<file path="src/common/bscc_pkg.sv">
// package for the bit-skip / call / clear execution slice of an 8-bit core
// assumes one instruction-cycle clock and a fetch path that supplies one word per cycle
//
// Overview of operation
// - skip next word when tested bit is one
// - taken skip flushes prefetch, two cycles
// - skip-if-set decoded from 0111 bbb fffffff
// - call pushes own pc plus one
// - call immediate loads pc bits ten..zero
// - call upper pc bits from high latch
// - latch bits four..three into pc twelve..eleven
// - call is one word, two cycles
// - clear file register writes zero, sets zero
// - clear work register writes zero, sets zero
package bscc_pkg;

  localparam int unsigned IW = 14;
  localparam int unsigned PW = 13;

  // opcode patterns and masks
  localparam logic [13:0] OP_SKIP_SET_MASK = 14'h3c00;
  localparam logic [13:0] OP_SKIP_SET_VAL  = 14'h1c00;
  localparam logic [13:0] OP_CALL_MASK     = 14'h3800;
  localparam logic [13:0] OP_CALL_VAL      = 14'h2000;
  localparam logic [13:0] OP_CLR_FILE_MASK = 14'h3f80;
  localparam logic [13:0] OP_CLR_FILE_VAL  = 14'h0180;
  localparam logic [13:0] OP_CLR_WORK_VAL  = 14'h0103;

  // field positions
  localparam int unsigned BIT_IDX_LSB  = 7;
  localparam int unsigned FILE_ADR_LSB = 0;
  localparam int unsigned LATCH_LSB    = 3;

  // reset values
  localparam logic [12:0] PC_RESET = 13'h0000;
  localparam logic [7:0]  W_RESET  = 8'h00;

  typedef enum logic [0:0] {
    BSCC_EXEC  = 1'b0,
    BSCC_FLUSH = 1'b1
  } bscc_phase_e;

  // register-file write request
  typedef struct packed {
    logic       en;
    logic [6:0] adr;
    logic [7:0] data;
  } bscc_fwr_s;

  // stack push request
  typedef struct packed {
    logic        en;
    logic [12:0] adr;
  } bscc_push_s;

  typedef struct packed {
    bscc_phase_e phase;
    logic [12:0] pc;
    logic [7:0]  work;
    logic        zero;
    bscc_fwr_s   fwr;
    bscc_push_s  push;
    logic        skip_taken;
  } bscc_state_s;

endpackage

</file>
<file path="src/hdl/bscc_decode.sv">
// instruction classifier for the four supported instructions
// assumes a stable 14-bit word on its input in the same cycle
`timescale 1ns/1ps
module bscc_decode
  import bscc_pkg::*;
(
  // instruction word
  input  wire logic [13:0] i_word,
  // class flags
  output logic             o_is_skip,
  output logic             o_is_call,
  output logic             o_is_clr_file,
  output logic             o_is_clr_work
);
  // pure pattern matching, no state
  always_comb begin
    o_is_skip = (i_word & OP_SKIP_SET_MASK) == OP_SKIP_SET_VAL;
    o_is_call = (i_word & OP_CALL_MASK) == OP_CALL_VAL;
    o_is_clr_file = (i_word & OP_CLR_FILE_MASK) == OP_CLR_FILE_VAL;
    o_is_clr_work = i_word == OP_CLR_WORK_VAL;
  end
endmodule

</file>
<file path="src/hdl/bscc_exec.sv">
// execution unit for skip-if-set, call, clear file and clear work instructions
// a call parks pc on its target for two cycles; only the second copy executes
// assumes the fetch path presents the word at o_pc each cycle and
// that file-register read data for i_word's address arrives combinationally
`timescale 1ns/1ps
module bscc_exec
  import bscc_pkg::*;
(
  // clock and reset
  input  wire logic                 i_mclk,
  input  wire logic                 i_reset_n,
  // fetch path
  input  wire logic [13:0]          i_word,
  input  wire logic [4:0]           i_pc_high_latch,
  // file register read port
  input  wire logic [7:0]           i_file_rd,
  output logic [6:0]                o_file_rd_adr,
  // results
  output logic [12:0]               o_pc,
  output logic [7:0]                o_work,
  output logic                      o_zero,
  output bscc_pkg::bscc_fwr_s       o_file_wr,
  output bscc_pkg::bscc_push_s      o_push,
  output logic                      o_flush
);
  import bscc_pkg::*;

  bscc_state_s st;
  bscc_state_s next_st;
  logic        is_skip;
  logic        is_call;
  logic        is_clr_file;
  logic        is_clr_work;
  logic [2:0]  bit_idx;

  bscc_decode i_bscc_decode (
    .i_word        (i_word),
    .o_is_skip     (is_skip),
    .o_is_call     (is_call),
    .o_is_clr_file (is_clr_file),
    .o_is_clr_work (is_clr_work)
  );

  assign bit_idx       = i_word[BIT_IDX_LSB +: 3];
  assign o_file_rd_adr = i_word[FILE_ADR_LSB +: 7];

  //////////////////////////////////////////////////////////////////////
  // next state: one word executes per cycle, flush phase swallows one
  always_comb begin
    next_st            = st;
    next_st.fwr        = '0;
    next_st.push       = '0;
    next_st.skip_taken = 1'b0;
    next_st.phase      = BSCC_EXEC;
    case (st.phase)
      BSCC_FLUSH: begin
        // discarded word runs as a no-op; a skip steps past it, while a
        // call holds pc so the target word is fetched again and executed
        if (st.skip_taken) begin
          next_st.pc = st.pc + 13'h0001;
        end else begin
          next_st.pc = st.pc;
        end
      end
      BSCC_EXEC: begin
        next_st.pc = st.pc + 13'h0001;
        if (is_skip) begin
          if (i_file_rd[bit_idx]) begin
            next_st.phase      = BSCC_FLUSH;
            next_st.skip_taken = 1'b1;
          end
        end else if (is_call) begin
          next_st.push.en  = 1'b1;
          next_st.push.adr = st.pc + 13'h0001;
          // upper bits from the latch, never from the word
          next_st.pc = {i_pc_high_latch[LATCH_LSB +: 2], i_word[10:0]};
          next_st.phase = BSCC_FLUSH;
        end else if (is_clr_file) begin
          next_st.fwr.en   = 1'b1;
          next_st.fwr.adr  = i_word[FILE_ADR_LSB +: 7];
          next_st.fwr.data = 8'h00;
          next_st.zero     = 1'b1;
        end else if (is_clr_work) begin
          next_st.work = 8'h00;
          next_st.zero = 1'b1;
        end
      end
      default: next_st.phase = BSCC_EXEC;
    endcase
  end

  // state register, synchronous reset
  always_ff @(posedge i_mclk) begin
    if (!i_reset_n) begin
      st       <= '0;
      st.pc    <= PC_RESET;
      st.work  <= W_RESET;
      st.phase <= BSCC_EXEC;
    end else begin
      st <= next_st;
    end
  end

  assign o_pc      = st.pc;
  assign o_work    = st.work;
  assign o_zero    = st.zero;
  assign o_file_wr = st.fwr;
  assign o_push    = st.push;
  assign o_flush   = st.phase == BSCC_FLUSH;
endmodule

</file>
<file path="config.mk">
export PLATFORM = sky130hd
export DESIGN_NAME = bscc_exec
export DESIGN_NICKNAME = d
export VERILOG_FILES = /design/src/common/bscc_pkg.sv /design/src/hdl/bscc_decode.sv /design/src/hdl/bscc_exec.sv
export SDC_FILE = /design/constraint.sdc
export NUM_CORES = 1
export LEC_CHECK = 0
export BUFFER_PORTS_ARGS = -buffer_cell sky130_fd_sc_hd__buf_2
export CAP_MARGIN = 20
export CORE_MARGIN = 2
export CORE_UTILIZATION = 44
export DETAILED_ROUTE_END_ITERATION = 10
export PLACE_DENSITY = 0.72
export SETUP_SLACK_MARGIN = 0.02
export SLEW_MARGIN = 20
export SYNTH_ARGS = -nofsm -noshare
export SYNTH_HDL_FRONTEND = slang
export SYNTH_SLANG_ARGS = --single-unit
</file>
<file path="constraint.sdc">
create_clock -name i_mclk -period 1.7 [get_ports i_mclk]
set_input_delay 0.17 -clock i_mclk [delete_from_list [all_inputs] [get_ports i_mclk]]
set_output_delay 0.17 -clock i_mclk [all_outputs]
set_load 0.02 [all_outputs]
</file>
# Yosys cells after proc, flatten, opt, wreduce, memory -nomap -nowiden
# Cells that the tools add are included.
# totals
regBits	46
in_bits	29
output_inout_bits	60
elab_cells	42
# classes
n_eq_ne	5
n_addsub	1
n_reduce_logical	8
n_mux	13
n_bitwise	5
n_lt_le_gt_ge	1
# ops
cell	n
2-to-1 mux 52 bit	1
2-to-1 mux 14 bit	2
case mux 13 bit (2 select lines)	1
2-to-1 mux 25 bit	1
2-to-1 mux 16 bit	1
== test 14 x 9 -> 1 bit (second input constant)	1
adder 13 x 1 -> 13 bit (second input constant)	1
2-to-1 mux 13 bit	1
OR reduction 4 bit	2
== test 7 x 2 -> 1 bit (second input constant)	1
OR reduction 3 bit	2
2-to-1 mux 1 bit	5
inverter 1 bit	5
OR reduction 5 bit	1
== test 4 x 3 -> 1 bit (second input constant)	1
< comparator 3 x 4 -> 1 bit (second input constant)	1
AND reduction 4 bit	1
binary-select mux 1 bit (select 3 bit)	1
== test 3 bit (second input constant)	1
inequality test 2 bit (second input constant)	1
nonzero test 2 bit	1
OR reduction 2 bit	1

# Longest topological paths before layout
# logic_depth
depth_word	6
ltp_mapped	6

# By module
# A second synthesis with hierarchy kept.
# hier_totals
cells_unflattened	254
hier_area_um2	2138.3
# modules_own_cells
mod	cells_per_inst	seq_area_each_um2	n_inst	area_each_um2
bscc_exec	244	760.7	1	2062.0
bscc_decode	10	0.0	1	76.3

# Worst setup path after synthesis
# Ideal clock, no wire load.
# synth_timing
path_type	flip-flop to flip-flop
from	reg st (netlist bit o_pc[0])
to	reg st (netlist bit o_pc[12])
t_arrival_ns	1.476
path_buffers	1
slack_ns	0.096
stages_incl_launch_ff	7
setup_time_ns	0.128
cell_sequence	dfxtp_1 ha_1 and3_1 buf_4 nand4_2 a2111oi_2 nor3b_1
# synth_via
elab_chain_len	4
elab_cells_between_ends	5
cone_classes	1 x add/sub; 4 x mux
# synth_lines
element	line	source
start: declaration	bscc_exec.sv:28	bscc_state_s st;
start signal: assignment	bscc_exec.sv:100	st <= next_st;
adder 13 x 1 -> 13 bit (*)	bscc_exec.sv:60, bscc_exec.sv:66	
2-to-1 mux 14 bit	bscc_exec.sv:72	end else if (is_call) begin
2-to-1 mux 52 bit	bscc_exec.sv:67	if (is_skip) begin
case mux 13 bit (2 select lines) (*)	bscc_exec.sv:55	case (st.phase)
# Every way passes the cells marked *; elsewhere a longest branch is shown, timed or not. The select of a mux whose other input is x is not followed.
# A chain may end at the register's enable or synchronous reset.

# Worst setup path after layout
# layout_timing
from	reg st (netlist bit o_pc[1])
to	reg st (netlist bit o_pc[12])
# The elaborated chain is that of the path after synthesis.

==> results by group <==
Run status
  – Status: completed

Placed design
  – Post-DP HPWL: 3360 um
  – Gpl congestion: 0.839
  – Port-buffer cells: 69
  – Placed Instances: 353
  – DP Area: 2340 um2

Timing
  – Crit share post-route: 91.9%
  – TNS Setup: 0 ps
  – Max_slew headroom: 64.2%
  – Fin Hold WS: 118 ps
  – Fin. Hold Viols: 0
  – Final setup viols: 0
  – Worst-margin pin slew: 537 ps
  – Max-slew violation count: 0
  – Fmax: 640 MHz
  – Clock skew: 7.39 ps
  – Unrepaired setup endpoints after global routing: false
  – Final min period: 1560 ps

Die
  – Chip width: 75.7 um
  – Io pins: 89
  – Core Region: 5040 um2
  – Die Footprint: 5730 um2
  – Initial Util: 44.9%
  – Die height: 75.7 um
  – # rows: 26

Critical path
  – Worst path cell trace: ha_1 -> and3_2 -> nand4_2 -> a2111oi_2 -> nor3b_1
  – Startpoint types: register
  – Reg-to-reg startpoint: o_pc[1]$_SDFFE_PN0P_
  – CP max FO: 6
  – Highest cell delay on the worst timing path: 380 ps
  – Capturing point of the worst reg2reg path: o_pc[12]$_SDFFE_PN0P_
  – Worst Setup Path Type: reg2reg
  – R2R setup slack: 140 ps
  – Slowest stage cell, crit path: dfxtp_2
  – Arrival time worst endpoint: 1730 ps
  – R2r worst-path depth: 5
  – Required @ worst endpoint: 1870 ps
  – Crit. End Element: register

Routing
  – Vias per inst: 4.79
  – Remaining DRCs: 0
  – Post-DRT Antenna Nets: 0
  – Pre-Repair DR Iteration Count: 4
  – Vias post-DR: 1730
  – Routed wire length per instance: 12.3 um
  – Final WL: 4430 um
  – Detailed Route Iter0 Violations: 107

Power and ir drop
  – LEAKAGE: 1.14 nW
  – Clock power share: 37.5%
  – P_sw: 518 uW
  – Total internal power: 1.47 mW
  – Pwr Density: 806 nW/um2
  – Maximum vdd drop: 0.000385 V
  – Combinational share of power: 15.4%
  – Switching Fraction: 26.0%
  – Seq pwr share: 47.1%

Synthesis
  – Syn. warnings: 0
  – Most used DFF post-synth: dfxtp_1
  – Post-synthesis async set-or-reset flop share: 0%
  – Synthesized area per cell: 8.84 um2
  – Yosys top cell by area: dfxtp_1
  – Top cells by area, synth: dfxtp_1 34%, buf_4 20%, and2_1 3.9%, o21ai_0 3.5%, a21boi_0 2.3%
  – Yosys top cell area share: 33.6%
  – Synth cell count leaders: 59 x buf_4, 38 x dfxtp_1, 16 x o21ai_0
  – Synthesized area: 2260 um2
  – EDFF count, synth: 0
  – Netlist cell types: 49
  – Most common cell in the synthesized netlist: buf_4
  – Synth Register Bits: 38
  – Register area share after synthesis: 33.6%
  – Synthesized instance count: 256

Final layout
  – Final Cell Area: 2470 um2
  – Fillers: 502
  – Share of cells above drive strength 1: 35.7%
  – Diode count: 0
  – Storage element area: 762 um2
  – Area Growth Syn to Fin: 9.07%
  – Multi-input gate area: 1040 um2
  – Fin cells: 361
  – NumNets Final: 320

Clock tree
  – Depth of the CTS H-tree: 2
  – Clock buffer depth: 2
  – Clock slew at reported path FFs: 70 ps
  – Root buf cell: clkbuf_8
  – CTS tree: built
  – Cts hold-fix bufs: 0
  – Clock Latency Late Sink: 290 ps
  – Clk sink count: 38
  – CTS Buf Count: 5

Global route
  – Vias in the first global route: 1474
  – First-pass GRT wire length: 6930 um
  – Largest net degree at the start of global routing: 29
  – Initial antenna violation count: 0
  – Tot GR Track Use: 16.2%
  – Overflow after GRT: 0

Run
  – MaxCap Viol Count: 0

Min path
  – Hold-critical path endpoint: o_file_wr[11]$_SDFF_PP0_
  – Hold Path Origin: i_word[3]
  – Hold crit path type: in2reg
  – Hold path depth: 2
==> metrics by stage <==
| stage | utilization [%] | setup WS (ps) | power (mW) |
|---|---|---|---|
| after global routing | 49.0 | 27.1 | 2.08 |
| after floorplan | - | 95.7 | 1.22 |
| after CTS | 48.6 | 57.8 | 2.00 |
| after global placement | 46.5 | 104 | 1.26 |
| final | 49.0 | 137 | 1.99 |
| after detailed placement | 46.5 | 69.4 | 1.26 |
==> cells in the final DEF, fill, tap and decap left out, types with 5 or more instances in the layout <==
cell	count
and2_1	14
o21ai_0	16
clkbuf_8	5
a21oi_1	9
nor3_1	6
xor2_1	5
dfxtp_1	37
conb_1	16
buf_4	12
buf_2	69
a21boi_0	7
nand3_1	5
nor2_1	11
nand2_1	11
==> layout make-up <==
type | instances | share of cell area [%]
clock inverter | 1 | 1.22
timing repair buffer | 82 | 18.4
inverter | 4 | 0.608
sequential | 38 | 30.9
clock buffer | 7 | 3.09
tap | 70 | 3.55
multi-input combinational | 159 | 42.2
==> worst max-delay path by stage <==
stage                              start                    end  cells after the start
detailed placement  o_pc[1]$_SDFFE_PN0P_  o_pc[12]$_SDFFE_PN0P_                      5
global route        o_pc[1]$_SDFFE_PN0P_  o_pc[12]$_SDFFE_PN0P_                      5
CTS                 o_pc[1]$_SDFFE_PN0P_  o_pc[12]$_SDFFE_PN0P_                      5
finish              o_pc[1]$_SDFFE_PN0P_  o_pc[12]$_SDFFE_PN0P_                      5
global placement    o_pc[1]$_SDFFE_PN0P_  o_pc[12]$_SDFFE_PN0P_                      5
floorplan           o_pc[0]$_SDFFE_PN0P_  o_pc[12]$_SDFFE_PN0P_                      6
==> critical path: cells and delay by family (launching register included) <==
kind / cells / cell delay (ps)
DFF: 1 / 380
adders and majority gates: 1 / 200
AOI/OAI and AO/OA: 1 / 380
and+or+nand+nor: 3 / 480
==> registers in the layout, indices dropped and copies added (netlist names) <==
name / flops
o_pc: 13
o_push: 14
o_flush: 1
st: 1
o_zero: 1
o_file_wr: 8
==> power groups by stage <==
stage | logic [mW] | clock network, mW | registers [mW]
after detailed placement | 0.306 | 0 | 0.957
after global routing | 0.338 | 0.801 | 0.942
after global placement | 0.302 | 0 | 0.955
after floorplan | 0.263 | 0 | 0.958
final | 0.307 | 0.746 | 0.938
after CTS | 0.307 | 0.761 | 0.936
==> per-layer routing <==
layer  share of wire, %  global-route usage (%)  vias to the layer above
met4                1.2                    7.02                        0
li1                   -                       -                      879
met1                 47                    21.8                      777
met5                  0                       0                        -
met3                6.9                    4.89                        7
met2                 45                    24.1                       67
==> cells by family after synthesis <==
group | count (synthesis) | synth area share [%]
compound gates | 47 | 13.3
xor+xnor | 7 | 2.71
fa+ha+maj | 1 | 0.553
buf+inv | 74 | 23.7
flops | 38 | 33.6
mux | 3 | 2.43
other cells | 1 | 0.166
simple gates | 85 | 23.6
==> timing repair <==
item / in CTS / in global routing
gates resized for setup: 0 / 5
setup buffers: 0 / 0
setup endpoints to repair: 0 / 5
Note: power is estimated with default switching activity, not from simulation.
